$ cat config.mk
export PLATFORM = sky130hd
export DESIGN_NAME = pi_mode_switch_feedforward
export DESIGN_NICKNAME = d
export VERILOG_FILES = /design/src/logic/pi_mode_pkg.sv /design/src/logic/pi_mode_switch_feedforward.sv /design/src/logic/pi_ff_scaler.sv /design/src/logic/pi_level_detect.sv
export SDC_FILE = /design/constraint.sdc
export NUM_CORES = 2
export LEC_CHECK = 0
export BUFFER_PORTS_ARGS = -buffer_cell sky130_fd_sc_hd__buf_2
export CORE_UTILIZATION = 60
export CTS_CLUSTER_DIAMETER = 200
export CTS_CLUSTER_SIZE = 24
export DETAILED_ROUTE_END_ITERATION = 6
export PLACE_DENSITY = 0.79
export SYNTH_ARGS = -nofsm -noshare
export SYNTH_HDL_FRONTEND = slang
export SYNTH_SLANG_ARGS = --single-unit
$ cat constraint.sdc
create_clock -name clock -period 159 [get_ports clock]
set_input_delay 7.95 -clock clock [delete_from_list [all_inputs] [get_ports clock]]
set_output_delay 7.95 -clock clock [all_outputs]
set_load 0.03 [all_outputs]
$ cat src/logic/pi_mode_pkg.sv
package pi_mode_pkg;

  // ---------------------------------------------------------------
  // widths
  // ---------------------------------------------------------------
  localparam int VAL_W    = 16;                 // signed servo quantities
  localparam int GAIN_W   = 12;                 // gain setting width
  localparam int SPEED_W  = 16;                 // speed in rpm

  // ---------------------------------------------------------------
  // setting ranges and reset values
  // ---------------------------------------------------------------
  localparam logic [GAIN_W-1:0] GAIN_MIN     = 12'h096;  // 150
  localparam logic [GAIN_W-1:0] GAIN_MAX     = 12'hbb8;  // 3000
  localparam logic [GAIN_W-1:0] GAIN_RESET   = 12'h258;  // 600
  localparam logic [15:0]       TORQUE_LVL_RESET = 16'h00c8; // 200 %
  localparam logic [15:0]       RATED_SPEED_RESET = 16'h0bb8; // rpm

  // analog input scaled: one lsb is 0.01 V (so 6 V reads 600)
  localparam int AIN_W = 16;

  // ---------------------------------------------------------------
  // mode encodings
  // ---------------------------------------------------------------
  localparam logic [1:0] FF_OFF   = 2'h0;        // feed-forward disabled
  localparam logic [1:0] FF_VREF  = 2'h1;        // analog speed input used

  localparam logic [1:0] CTRL_SPEED = 2'h0;      // speed control
  localparam logic [1:0] CTRL_POS   = 2'h1;      // position control

  typedef enum logic [2:0] {
    SW_TORQUE = 3'h0,
    SW_SPEED  = 3'h1,
    SW_ACCEL  = 3'h2,
    SW_ERROR  = 3'h3,
    SW_OFF    = 3'h4
  } switch_sel_t;

  // ---------------------------------------------------------------
  // carriers
  // ---------------------------------------------------------------
  typedef struct packed {
    logic signed [VAL_W-1:0] torque_ref;    // percent of rated torque
    logic signed [VAL_W-1:0] speed_ref;     // rpm
    logic signed [VAL_W-1:0] accel;         // 10 rpm/s
    logic signed [VAL_W-1:0] pos_error;     // reference units
  } servo_values_t;

  typedef struct packed {
    logic [VAL_W-1:0] torque_lvl;
    logic [VAL_W-1:0] speed_lvl;
    logic [VAL_W-1:0] accel_lvl;
    logic [VAL_W-1:0] error_lvl;
  } switch_levels_t;

endpackage : pi_mode_pkg

$ cat src/logic/pi_mode_switch_feedforward.sv
`timescale 1ns/1ps
// Operation
// feed-forward select 0 disables path; 1 routes analog speed input.
// gain 150..3000 in 0.01 V/rated speed, default 600, immediate.
// analog feed-forward applies only in position control mode.
// 6 V at default gain is rated speed; contribution limited to rated.
// host differentiates position reference and sends it with pulses.
// in speed or position control, prop-only input selects PI or P.
// input high means PI, low means P; host drives it.
// auto switch select: 0 torque, 1 speed, 2 accel, 3 error, 4 off.
// torque mode: P when torque reference exceeds level, default 200 %.
// speed mode: P when speed reference exceeds rpm level.
// accel mode: P when acceleration exceeds level in 10 rpm/s.
// error mode: P when error pulse count exceeds level.
// error mode acts only in position control.
// auto switch compares internal quantity; no external input.
// back to PI once quantity no longer exceeds level; magnitudes.
module pi_mode_switch_feedforward
  import pi_mode_pkg::*;
(
  input  wire logic                    clock,            // 50 MHz
  input  wire logic                    rst,              // sync, high
  input  wire logic [1:0]              speed_ff_select_field, // ff mode
  input  wire logic [GAIN_W-1:0]       speed_input_gain_setting, // gain
  input  wire logic [1:0]              control_mode_select_field, // mode
  input  wire logic [2:0]              auto_switch_select_field, // detect
  input  wire pi_mode_pkg::switch_levels_t levels,       // detect levels
  input  wire pi_mode_pkg::servo_values_t  values,       // servo values
  input  wire logic [SPEED_W-1:0]      rated_speed,      // rpm
  input  wire logic signed [AIN_W-1:0] speed_ain,        // 0.01 V units
  input  wire logic                    prop_only_request_input_n, // pin
  output logic signed [SPEED_W-1:0]    ff_speed,         // rpm
  output logic                         p_control,        // 1 = P loop
  output logic                         auto_p_active,    // auto switch
  output logic                         gain_in_range     // gain legal
);
  import pi_mode_pkg::*;

  // ---------------------------------------------------------------
  // state
  // ---------------------------------------------------------------
  typedef struct packed {
    logic             pin_s1;      // synchroniser stage one
    logic             pin_s2;      // synchroniser stage two
    logic             p_ctrl;
    logic             auto_p;
    logic             gain_ok;
    logic [GAIN_W-1:0] gain;       // effective gain
  } state_t;

  state_t s_q, s_d;

  logic                 pos_mode;
  logic                 ff_en;
  logic [3:0]           over;
  logic                 auto_hit;
  logic                 manual_sel;
  logic                 gain_legal;
  switch_sel_t          sel;
  logic signed [SPEED_W-1:0] ff_raw;

  assign pos_mode = control_mode_select_field == CTRL_POS;
  assign sel      = switch_sel_t'(auto_switch_select_field);

  // ---------------------------------------------------------------
  // feed-forward path
  // ---------------------------------------------------------------
  // path only runs in position control with the analog input chosen
  assign ff_en = (speed_ff_select_field == FF_VREF) && pos_mode;

  pi_ff_scaler u_ff (
    .clock       (clock),
    .rst         (rst),
    .enable      (ff_en),
    .ain         (speed_ain),
    .gain        (s_q.gain),
    .rated_speed (rated_speed),
    .ff_speed    (ff_raw)
  );

  // ---------------------------------------------------------------
  // level detectors, one per detectable quantity
  // ---------------------------------------------------------------
  logic signed [VAL_W-1:0] vals [4];
  logic        [VAL_W-1:0] lvls [4];
  assign vals[0] = values.torque_ref;
  assign vals[1] = values.speed_ref;
  assign vals[2] = values.accel;
  assign vals[3] = values.pos_error;
  assign lvls[0] = levels.torque_lvl;
  assign lvls[1] = levels.speed_lvl;
  assign lvls[2] = levels.accel_lvl;
  assign lvls[3] = levels.error_lvl;

  genvar gi;
  generate
    for (gi = 0; gi < 4; gi++) begin : g_det
      pi_level_detect #(.W(VAL_W)) u_det (
        .clock (clock),
        .rst   (rst),
        .value (vals[gi]),
        .level (lvls[gi]),
        .over  (over[gi])
      );
    end
  endgenerate

  // ---------------------------------------------------------------
  // auto switch select decode
  // ---------------------------------------------------------------
  // purely internal quantities; the external pin plays no part here
  always_comb begin
    auto_hit = 1'b0;
    unique case (sel)
      SW_TORQUE: auto_hit = over[0];
      SW_SPEED:  auto_hit = over[1];
      SW_ACCEL:  auto_hit = over[2];
      SW_ERROR:  auto_hit = over[3] && pos_mode;
      SW_OFF:    auto_hit = 1'b0;
      default:   auto_hit = 1'b0;                     // codes 5..7 unused
    endcase
  end

  // ---------------------------------------------------------------
  // next state
  // ---------------------------------------------------------------
  // the manual pin only counts in speed or position control
  assign manual_sel = (control_mode_select_field == CTRL_SPEED ||
                       pos_mode) && !s_q.pin_s2;
  assign gain_legal = speed_input_gain_setting >= GAIN_MIN &&
                      speed_input_gain_setting <= GAIN_MAX;

  always_comb begin
    s_d         = s_q;
    s_d.pin_s1  = prop_only_request_input_n;
    s_d.pin_s2  = s_q.pin_s1;
    s_d.auto_p  = auto_hit;
    s_d.p_ctrl  = manual_sel || auto_hit;
    s_d.gain_ok = gain_legal;
    // an out-of-range write is ignored; last legal gain stays in use
    if (gain_legal) begin
      s_d.gain = speed_input_gain_setting;
    end
  end

  always_ff @(posedge clock) begin
    if (rst) begin
      s_q         <= '0;
      s_q.pin_s1  <= 1'b1;
      s_q.pin_s2  <= 1'b1;
      s_q.gain_ok <= 1'b1;
      s_q.gain    <= GAIN_RESET;
    end else begin
      s_q <= s_d;
    end
  end

  // ---------------------------------------------------------------
  // outputs
  // ---------------------------------------------------------------
  assign ff_speed      = ff_raw;
  assign p_control     = s_q.p_ctrl;
  assign auto_p_active = s_q.auto_p;
  assign gain_in_range = s_q.gain_ok;

  // ---------------------------------------------------------------
  // checks
  // ---------------------------------------------------------------
  property p_ff_pos_only;
    @(posedge clock) disable iff (rst)
      !pos_mode |=> ff_speed == 0;
  endproperty
  a_ff_pos_only: assert property (p_ff_pos_only)
    else $error("feed-forward outside position control");

  property p_pin_low_p;
    @(posedge clock) disable iff (rst)
      (!prop_only_request_input_n && control_mode_select_field == CTRL_SPEED)
        [*3] |=> p_control;
  endproperty
  a_pin_low_p: assert property (p_pin_low_p)
    else $error("pin low did not give P control");

  property p_pi_when_clear;
    @(posedge clock) disable iff (rst)
      (prop_only_request_input_n && sel == SW_OFF) [*3] |=> !p_control;
  endproperty
  a_pi_when_clear: assert property (p_pi_when_clear)
    else $error("P control without cause");

  property p_off_no_auto;
    @(posedge clock) disable iff (rst)
      sel == SW_OFF |=> !auto_p_active;
  endproperty
  a_off_no_auto: assert property (p_off_no_auto)
    else $error("auto switch while disabled");

  property p_torque_trip;
    @(posedge clock) disable iff (rst)
      (sel == SW_TORQUE && over[0]) |=> auto_p_active && p_control;
  endproperty
  a_torque_trip: assert property (p_torque_trip)
    else $error("torque level did not switch to P");

  property p_error_pos;
    @(posedge clock) disable iff (rst)
      (sel == SW_ERROR && !pos_mode) |=> !auto_p_active;
  endproperty
  a_error_pos: assert property (p_error_pos)
    else $error("error mode switched outside position control");

  property p_speed_trip;
    @(posedge clock) disable iff (rst)
      (sel == SW_SPEED && over[1]) |=> auto_p_active;
  endproperty
  a_speed_trip: assert property (p_speed_trip)
    else $error("speed level did not switch to P");

  property p_accel_release;
    @(posedge clock) disable iff (rst)
      (sel == SW_ACCEL && !over[2]) |=> !auto_p_active;
  endproperty
  a_accel_release: assert property (p_accel_release)
    else $error("auto switch held after level cleared");

  property p_gain_kept;
    @(posedge clock) disable iff (rst)
      !gain_legal |=> s_q.gain == $past(s_q.gain);
  endproperty
  a_gain_kept: assert property (p_gain_kept)
    else $error("illegal gain accepted");

  property p_gain_take;
    @(posedge clock) disable iff (rst)
      gain_legal |=> s_q.gain == $past(speed_input_gain_setting);
  endproperty
  a_gain_take: assert property (p_gain_take)
    else $error("legal gain not taken");

  property p_gain_flag;
    @(posedge clock) disable iff (rst)
      !gain_legal |=> !gain_in_range;
  endproperty
  a_gain_flag: assert property (p_gain_flag)
    else $error("illegal gain not flagged");

  // no disable here: this one watches the reset values themselves
  property p_reset_gain;
    @(posedge clock)
      rst |=> s_q.gain == GAIN_RESET && gain_in_range && !p_control;
  endproperty
  a_reset_gain: assert property (p_reset_gain)
    else $error("reset did not restore the default gain");

  property p_ff_sel_off;
    @(posedge clock) disable iff (rst)
      speed_ff_select_field != FF_VREF |=> ff_speed == 0;
  endproperty
  a_ff_sel_off: assert property (p_ff_sel_off)
    else $error("feed-forward active with select off");

  property p_ff_sign;
    @(posedge clock) disable iff (rst)
      (ff_en && speed_ain < 0) |=> ff_speed <= 0;
  endproperty
  a_ff_sign: assert property (p_ff_sign)
    else $error("feed-forward sign does not follow input");

  property p_pos_pin_low;
    @(posedge clock) disable iff (rst)
      (!prop_only_request_input_n && pos_mode) [*3] |=> p_control;
  endproperty
  a_pos_pin_low: assert property (p_pos_pin_low)
    else $error("pin low in position control did not give P");

  property p_pin_other_mode;
    @(posedge clock) disable iff (rst)
      (control_mode_select_field[1] && !auto_hit) |=> !p_control;
  endproperty
  a_pin_other_mode: assert property (p_pin_other_mode)
    else $error("pin honoured outside speed or position control");

  property p_accel_trip;
    @(posedge clock) disable iff (rst)
      (sel == SW_ACCEL && over[2]) |=> auto_p_active;
  endproperty
  a_accel_trip: assert property (p_accel_trip)
    else $error("accel level did not switch to P");

  property p_error_trip;
    @(posedge clock) disable iff (rst)
      (sel == SW_ERROR && over[3] && pos_mode) |=> auto_p_active;
  endproperty
  a_error_trip: assert property (p_error_trip)
    else $error("error level did not switch to P");

  property p_torque_release;
    @(posedge clock) disable iff (rst)
      (sel == SW_TORQUE && !over[0]) |=> !auto_p_active;
  endproperty
  a_torque_release: assert property (p_torque_release)
    else $error("torque switch held after level cleared");

  property p_speed_release;
    @(posedge clock) disable iff (rst)
      (sel == SW_SPEED && !over[1]) |=> !auto_p_active;
  endproperty
  a_speed_release: assert property (p_speed_release)
    else $error("speed switch held after level cleared");

  property p_sel_unused;
    @(posedge clock) disable iff (rst)
      auto_switch_select_field > 3'h4 |=> !auto_p_active;
  endproperty
  a_sel_unused: assert property (p_sel_unused)
    else $error("unused select code switched to P");

endmodule : pi_mode_switch_feedforward

$ cat src/logic/pi_ff_scaler.sv
`timescale 1ns/1ps
// speed feed-forward: speed = ain * rated / gain, clamped to +-rated
module pi_ff_scaler
  import pi_mode_pkg::*;
(
  input  wire logic                      clock,        // system clock
  input  wire logic                      rst,          // sync reset
  input  wire logic                      enable,       // path active
  input  wire logic signed [AIN_W-1:0]   ain,          // 0.01 V units
  input  wire logic [GAIN_W-1:0]         gain,         // 0.01 V/rated
  input  wire logic [SPEED_W-1:0]        rated_speed,  // rpm
  output logic signed [SPEED_W-1:0]      ff_speed      // rpm, registered
);
  import pi_mode_pkg::*;

  typedef struct packed {
    logic signed [SPEED_W-1:0] ff;
  } state_t;

  state_t s_q, s_d;
  logic        [AIN_W-1:0]   mag;
  logic        [31:0]        prod;
  logic        [31:0]        quo;
  logic        [SPEED_W-1:0] lim;

  // ---------------------------------------------------------------
  // scale and limit
  // ---------------------------------------------------------------
  // combinational divide: costly, but the gain changes take effect at once
  always_comb begin
    s_d  = s_q;
    mag  = ain[AIN_W-1] ? 16'(-ain) : 16'(ain);
    prod = 32'(mag) * 32'(rated_speed);
    quo  = (gain == 12'h000) ? 32'h0000_0000 : prod / 32'(gain);
    lim  = (quo > 32'(rated_speed)) ? rated_speed : quo[SPEED_W-1:0];
    if (!enable) begin
      s_d.ff = '0;
    end else if (ain[AIN_W-1]) begin
      s_d.ff = 16'(-$signed({1'b0, lim}));
    end else begin
      s_d.ff = $signed(lim);
    end
  end

  always_ff @(posedge clock) begin
    if (rst) begin
      s_q <= '0;
    end else begin
      s_q <= s_d;
    end
  end

  assign ff_speed = s_q.ff;

  // ---------------------------------------------------------------
  // checks
  // ---------------------------------------------------------------
  property p_ff_limit;
    @(posedge clock) disable iff (rst)
      enable |=> ((ff_speed >= 0 ? ff_speed : -ff_speed)
                  <= $signed({1'b0, $past(rated_speed)}));
  endproperty
  a_ff_limit: assert property (p_ff_limit)
    else $error("feed-forward exceeds rated speed");

  property p_ff_off;
    @(posedge clock) disable iff (rst)
      !enable |=> ff_speed == 0;
  endproperty
  a_ff_off: assert property (p_ff_off)
    else $error("feed-forward active while disabled");

  property p_ff_rated;
    @(posedge clock) disable iff (rst)
      (enable && ain == 16'sd600 && gain == GAIN_RESET)
        |=> ff_speed == $signed({1'b0, $past(rated_speed)});
  endproperty
  a_ff_rated: assert property (p_ff_rated)
    else $error("6 V at default gain is not rated speed");

endmodule : pi_ff_scaler

$ cat src/logic/pi_level_detect.sv
`timescale 1ns/1ps
// magnitude compare: high while |value| exceeds level
module pi_level_detect
  import pi_mode_pkg::*;
#(
  parameter int W = VAL_W                        // value width
) (
  input  wire logic                clock,         // system clock
  input  wire logic                rst,           // sync reset
  input  wire logic signed [W-1:0] value,         // signed quantity
  input  wire logic        [W-1:0] level,         // detection level
  output logic                     over           // registered
);
  import pi_mode_pkg::*;

  typedef struct packed {
    logic over;
  } state_t;

  state_t s_q, s_d;
  logic [W:0] mag;

  // magnitude so deceleration trips as well as acceleration
  always_comb begin
    s_d      = s_q;
    mag      = value[W-1] ? (W+1)'(-{value[W-1], value})
                          : (W+1)'({1'b0, value});
    s_d.over = mag > {1'b0, level};
  end

  always_ff @(posedge clock) begin
    if (rst) begin
      s_q <= '0;
    end else begin
      s_q <= s_d;
    end
  end

  assign over = s_q.over;

endmodule : pi_level_detect

== Word level (Yosys, flattened, before mapping) ==
Cells that the tools add are included.
W data, S select, Z words.

* Div/mod/pow operators: 1
* Mux-type cells: 9
* Bitwise logic cells: 1
* Add/subtract/negate cells: 6
* $mul: 1
* Magnitude comparators: 7
* Equality and inequality tests: 5
* Reduce and logical (&&, ||, !) cells: 11

{| class="wikitable"
|+ Operator list
! kind !! count
|-
| $gt A17 B16 Y1 || 4
|-
| $mux W17 || 4
|-
| $neg A17 Y17 || 4
|-
| $mux W16 || 3
|-
| $div A32 B12 Y32 || 1
|-
| $gt A32 B16 Y1 || 1
|-
| $mul A16 B16 Y32 || 1
|-
| $mux W32 || 1
|-
| $neg A16 Y16 || 2
|-
| $ge A12 B8 Y1 const B || 1
|-
| $le A12 B12 Y1 const B || 1
|-
| $logic_not A12 Y1 || 1
|-
| $eq A3 B2 Y1 const B || 2
|-
| $eq A2 B1 Y1 const B || 2
|-
| $logic_and A1 B1 Y1 || 4
|-
| $pmux W1 S4 || 1
|-
| $eq A3 B1 Y1 const B || 1
|-
| $logic_not A3 Y1 || 1
|-
| $logic_not A2 Y1 || 1
|-
| $logic_or A1 B1 Y1 || 2
|-
| $reduce_or A2 Y1 || 1
|-
| $logic_not A1 Y1 || 1
|-
| $not A1 Y1 || 1
|}

* Register bits: 37
* Input bits: 182
* Word-level logic and storage cells: 52
* Output and inout port bits: 19

== Longest topological paths before layout ==
* Depth after elaboration: 9
* Depth in mapped cells: 541
* Depth with buffers taken out: 502

== Modules after synthesis ==
A second synthesis with hierarchy kept.

* Cells, all modules: 4840
* Area total of the unflattened synthesis: 35142.5 um2

{| class="wikitable"
|+ By module, submodules not included
! module !! area an instance (um2) !! cells an instance !! times used
|-
| pi_ff_scaler || 31463.9 || 4356 || 1
|-
| pi_level_detect || 725.7 || 101 || 4
|-
| pi_mode_switch_feedforward || 775.7 || 80 || 1
|}

== Least setup slack after synthesis ==
No wires, ideal clock.

* Kind: input-to-reg
* Start point: input speed_ain[6]
* End point: register u_ff.s_q (netlist bit u_ff.ff_speed[12])
* Setup time: 0.115 ns
* Stages: 515
* Required time: 158.885 ns
* Arrival time: 107.681 ns
* Path slack: 51.204 ns
* Cell sequence: or4_1 > nor4_1 > nand2b_1 > nor4b_1 > clkbuf_1 > nand2_1 > fa_1 > fa_1 > inv_1 > fa_1 > fa_1 > fa_1 > inv_1 > fa_1 > inv_1 > ha_1 > a21oi_1 > o21ai_1 > [479 not listed] > nor2b_1 > o21ai_0 > nand2b_1 > a21oi_1 > o31ai_1 > a21o_1 > a21oi_1 > o22ai_1 > clkinv_1 > mux2_2 > or2_2 > nor2_1 > nand2_1 > or2_2 > or2_2 > o41ai_1 > xnor2_1 > and2_1

* Word-level cells in the longest chain between the ends: 9

{| class="wikitable"
|+ Ends and longest elaborated chain
! element !! line !! source
|-
| start, declared || pi_mode_switch_feedforward.sv:30 || <nowiki>input wire logic signed [AIN_W-1:0] speed_ain,</nowiki>
|-
| $neg A16 Y16 || pi_ff_scaler.sv:32 || <nowiki>mag = ain[AIN_W-1] ? 16'(-ain) : 16'(ain);</nowiki>
|-
| $mux W16 * || pi_ff_scaler.sv:32 ||
|-
| $mul A16 B16 Y32 * || pi_ff_scaler.sv:33 || <nowiki>prod = 32'(mag) * 32'(rated_speed);</nowiki>
|-
| $div A32 B12 Y32 * || pi_ff_scaler.sv:34 || <nowiki>quo = (gain == 12'h000) ? 32'h0000_0000 : prod / 32'(gain);</nowiki>
|-
| $mux W32 * || pi_ff_scaler.sv:34 ||
|-
| $gt A32 B16 Y1 || pi_ff_scaler.sv:35 || <nowiki>lim = (quo > 32'(rated_speed)) ? rated_speed : quo[SPEED_W-1:0];</nowiki>
|-
| $mux W16 * || pi_ff_scaler.sv:35 ||
|-
| $neg A16 Y16 || pi_ff_scaler.sv:39 || <nowiki>s_d.ff = 16'(-$signed({1'b0, lim}));</nowiki>
|-
| $mux W16 * || pi_ff_scaler.sv:38 || <nowiki>end else if (ain[AIN_W-1]) begin</nowiki>
|-
| end signal, assigned || pi_ff_scaler.sv:47 || <nowiki>s_q <= '0;</nowiki>
|-
| end signal, assigned || pi_ff_scaler.sv:49 || <nowiki>s_q <= s_d;</nowiki>
|-
| end, declared || pi_ff_scaler.sv:20 || <nowiki>state_t s_q, s_d;</nowiki>
|}

Every way passes the cells marked *; elsewhere a longest branch is shown, timed or not.
A chain may end at the register's enable or synchronous reset.

== Worst setup path in the final report ==
* Start point: input speed_ain[0]
* End point: register u_ff.s_q (netlist bit u_ff.ff_speed[12])

Same word-level chain as after synthesis.

==> results.md <==
- After layout, the worst path uses about three quarters of the clock period.
- Headroom to the max-slew limit came out at 13.6%.
- Timing analysis after detailed placement gives a worst setup slack of about 42,000 ps.
- Data arrives at the worst endpoint at 118,760 ps.
- The remaining number of nets flagged by the antenna check after routing is 0.
- Setup repair after global routing left no endpoint under its margin.
- The number of DRC violations after detailed routing is 0.
- The routed length per placed instance is 19.2 um.
- Once the clock tree was built, the resizer swapped 0 gates to a different size.
- The share of flip-flops with an asynchronous set or reset after synthesis is 0%.
- The routed wire length is 108,000 um.
- The final weighted congestion in routability-driven placement is about 1.
- The delay contributed by the slowest stage of the critical path is just over 1000 ps.
- The tree is rooted in a clkbuf_16.
- The total placed instance area is approximately 36,000 um2.
- The post-synthesis register bit count is 37.
- For flop-to-flop paths, the worst setup slack is 54,050 ps.
- Setup violations remaining at the end of the flow were counted as 0.
- The die span in y is 241 um.
- 201 I/O pins were placed.
- The distinct cell type count of the synthesized netlist is 126.
- The total congestion overflow is 0.
- For the worst-skew pair, the clock arrives at the later sink with an insertion delay of 340 ps.
- The die is 241 um wide.
- The final net count is 5,741.
- The start of the worst register-to-register path is s_q[10].
- The total negative slack is 0 ps.
- The largest individual stage delay along the critical path comes from the cell nor2_1.
- The initial antenna violation count is 0.
- The count of endpoints failing hold in the final timing report was 0.
- The total of hold buffers inserted after clock tree synthesis is 0.
- The fraction of layout instances using a drive strength above 1 is 9.31%.
- During synthesis, Yosys emitted a total of 0 warnings.
- The clock passes through at most 2 buffers.
- The clock-pin slew on the worst setup and hold paths is ~80 ps.
- In this run the worst path has a maximum fanout of 27.
- The critical path startpoint category is an input pin.
- The clock tree from TritonCTS is yes.
- The H-tree level count is 2.
- The initial standard-cell utilization of the core is 60.9%.
- The post-synthesis average cell area is 7.25 um2.
- The max-capacitance violation count is 0.
- The critical path launch point is speed_ain[0].
- The placeable core region is 56,500 um2.
- The fraction of the yosys area taken by sequential cells is under 10%.
- The upper clock frequency limit is 8.44 MHz.
- The clock drives 37 sinks.
- The number of core rows is 87.
- Buffers added to address setup during post-CTS repair amount to 0.
- The HPWL after detailed placement is about 88,000 um.
- The global routing usage summed across all routing layers is 37.0%.
- In this run the most critical hold path is launched from s_d[15].
- The path type of the worst setup path is input pin to register.
- In this run the worst hold path is classified as register to register.
- The number of DRC markers after the initial detailed-route iteration is 3,287.
- The count of flip-flops with a built-in enable after synthesis is 0.
- STA classifies the critical path endpoint as a register.
- The global-route wire length before repair is 174,000 um.
- The total clock buffers created by CTS is 5.
- Among all flip-flop cells after synthesis, the most frequent one is dfxtp_1.
- The pin slew with the least headroom to its limit is 1290 ps.
- The flow ran to the end, and the final reports show no timing, DRC or antenna violations.
- The number of diodes added for antenna fixing is 0.
- The setup slack after layout is 40,460 ps.
- The number of global-route vias before repair came to 33,687.
- The area of the mapped netlist is 34,400 um2.
- The die covers 58,300 um2.
- The number of pins with negative max-slew slack in the final report is 0.
- The cell that appears most often on the critical path is o21a_1.
- At the worst endpoint, the required time is 159,210 ps.
- Counting every instance in the synthesized netlist gives 4,744.
- For this block, the via count after detailed routing is about 36,000.
- The net count of the mapped netlist is between 5,000 and 6,000.
- The first-pass detailed-route iteration total is 6.
- The detail-routed via count per cell is 6.40.
- The minimum period implied by the final worst setup slack is between 100,000 and 150,000 ps.
- The final instance area is 36,300 um2.
- Input and output buffers added on the ports amount to 200.
- On the final layout, the worst clock skew is about 21 ps.
- The maximum number of pins on one net before global-route repair is 40.
- The area growth from synthesis to layout is 5.61%.
final cells by class:
type                            instances  area (um2)
Fill cell                            5154       20200
Sequential cell                        37         741
Clock buffer                            5         125
Tap cell                              756         946
Timing Repair Buffer                  240        1300
Multi-Input combinational cell       4187       31700
Clock inverter                          3        17.5
Inverter                              384        1440
path summary, 6_finish.rpt:
check                            to  cells after the start
setup / recovery  u_ff.ff_speed[12]                    483
hold / removal              s_q[15]                      1
setup reg to reg  u_ff.ff_speed[12]                    460
hold reg to reg             s_q[15]                      1
cell usage in the layout, fill, tap and decap left out, types with 188 or more instances in the layout:
cell	instances
fa_1	194
nor3_1	244
ha_1	510
buf_2	200
nand2_1	496
o21ai_0	188
o21a_1	201
a21oi_1	273
nor2_1	422
inv_1	377
Yosys cell counts, types with 69 or more instances:
master	number	share of area [%]
nor3_1	245	3.6
o21ai_0	188	2.7
o21a_1	201	4.4
nand2b_1	78	1.4
a21oi_1	273	4.0
xnor2_1	193	4.9
nand3_1	104	1.5
inv_1	380	4.1
fa_1	194	11
nor2_1	423	4.6
xor2_1	69	1.8
ha_1	510	19
o31ai_1	133	2.9
nand2_1	496	5.4
and2_1	92	1.7
clkbuf_1	99	1.1
stage by stage:
stage / hold slack [ps] / utilization [%] / cells
floorplan: 389 / - / 4744
global placement: 396 / 64.0 / 5604
detailed placement: 395 / 64.0 / 5604
CTS: 414 / 64.3 / 5612
global route: 419 / 64.3 / 5612
finish: 414 / 64.3 / 5612
layer usage:
| layer | vias up | share of wire (%) | global-route usage [%] |
|---|---|---|---|
| met5 | - | 0 | 0 |
| met4 | 0 | 4.2 | 15.2 |
| met3 | 311 | 11 | 7.61 |
| met2 | 1759 | 42 | 56.6 |
| met1 | 16455 | 43 | 50.4 |
| li1 | 17386 | - | - |
state kept, by name, summed over array words and instances (netlist names):
register,count
s_d,1
auto_p_active,1
u_ff.ff_speed,16
gain_in_range,1
p_control,1
s_q,13
g_det.u_det.over,4
critical path: cells and delay by family:
family	cells	cell delay [ps]
fa+ha+maj	40	13500
xor+xnor	2	260
buf+inv	29	4430
simple gates	139	31470
compound gates	266	58740
mux	7	2100
cell families (layout without fill, tap and decap cells):
group | Yosys count | in the layout | share of synthesized area, %
compound gates | 1270 | 1270 | 25.4
mux | 97 | 97 | 3.07
xor+xnor | 264 | 264 | 6.77
flops | 37 | 37 | 2.15
simple gates | 1851 | 1851 | 27.0
fa+ha+maj | 705 | 705 | 29.9
buf+inv | 520 | 632 | 5.81
Power is not shown: default switching activity piles up to over one toggle a cycle in this logic, so the estimate is an artifact.
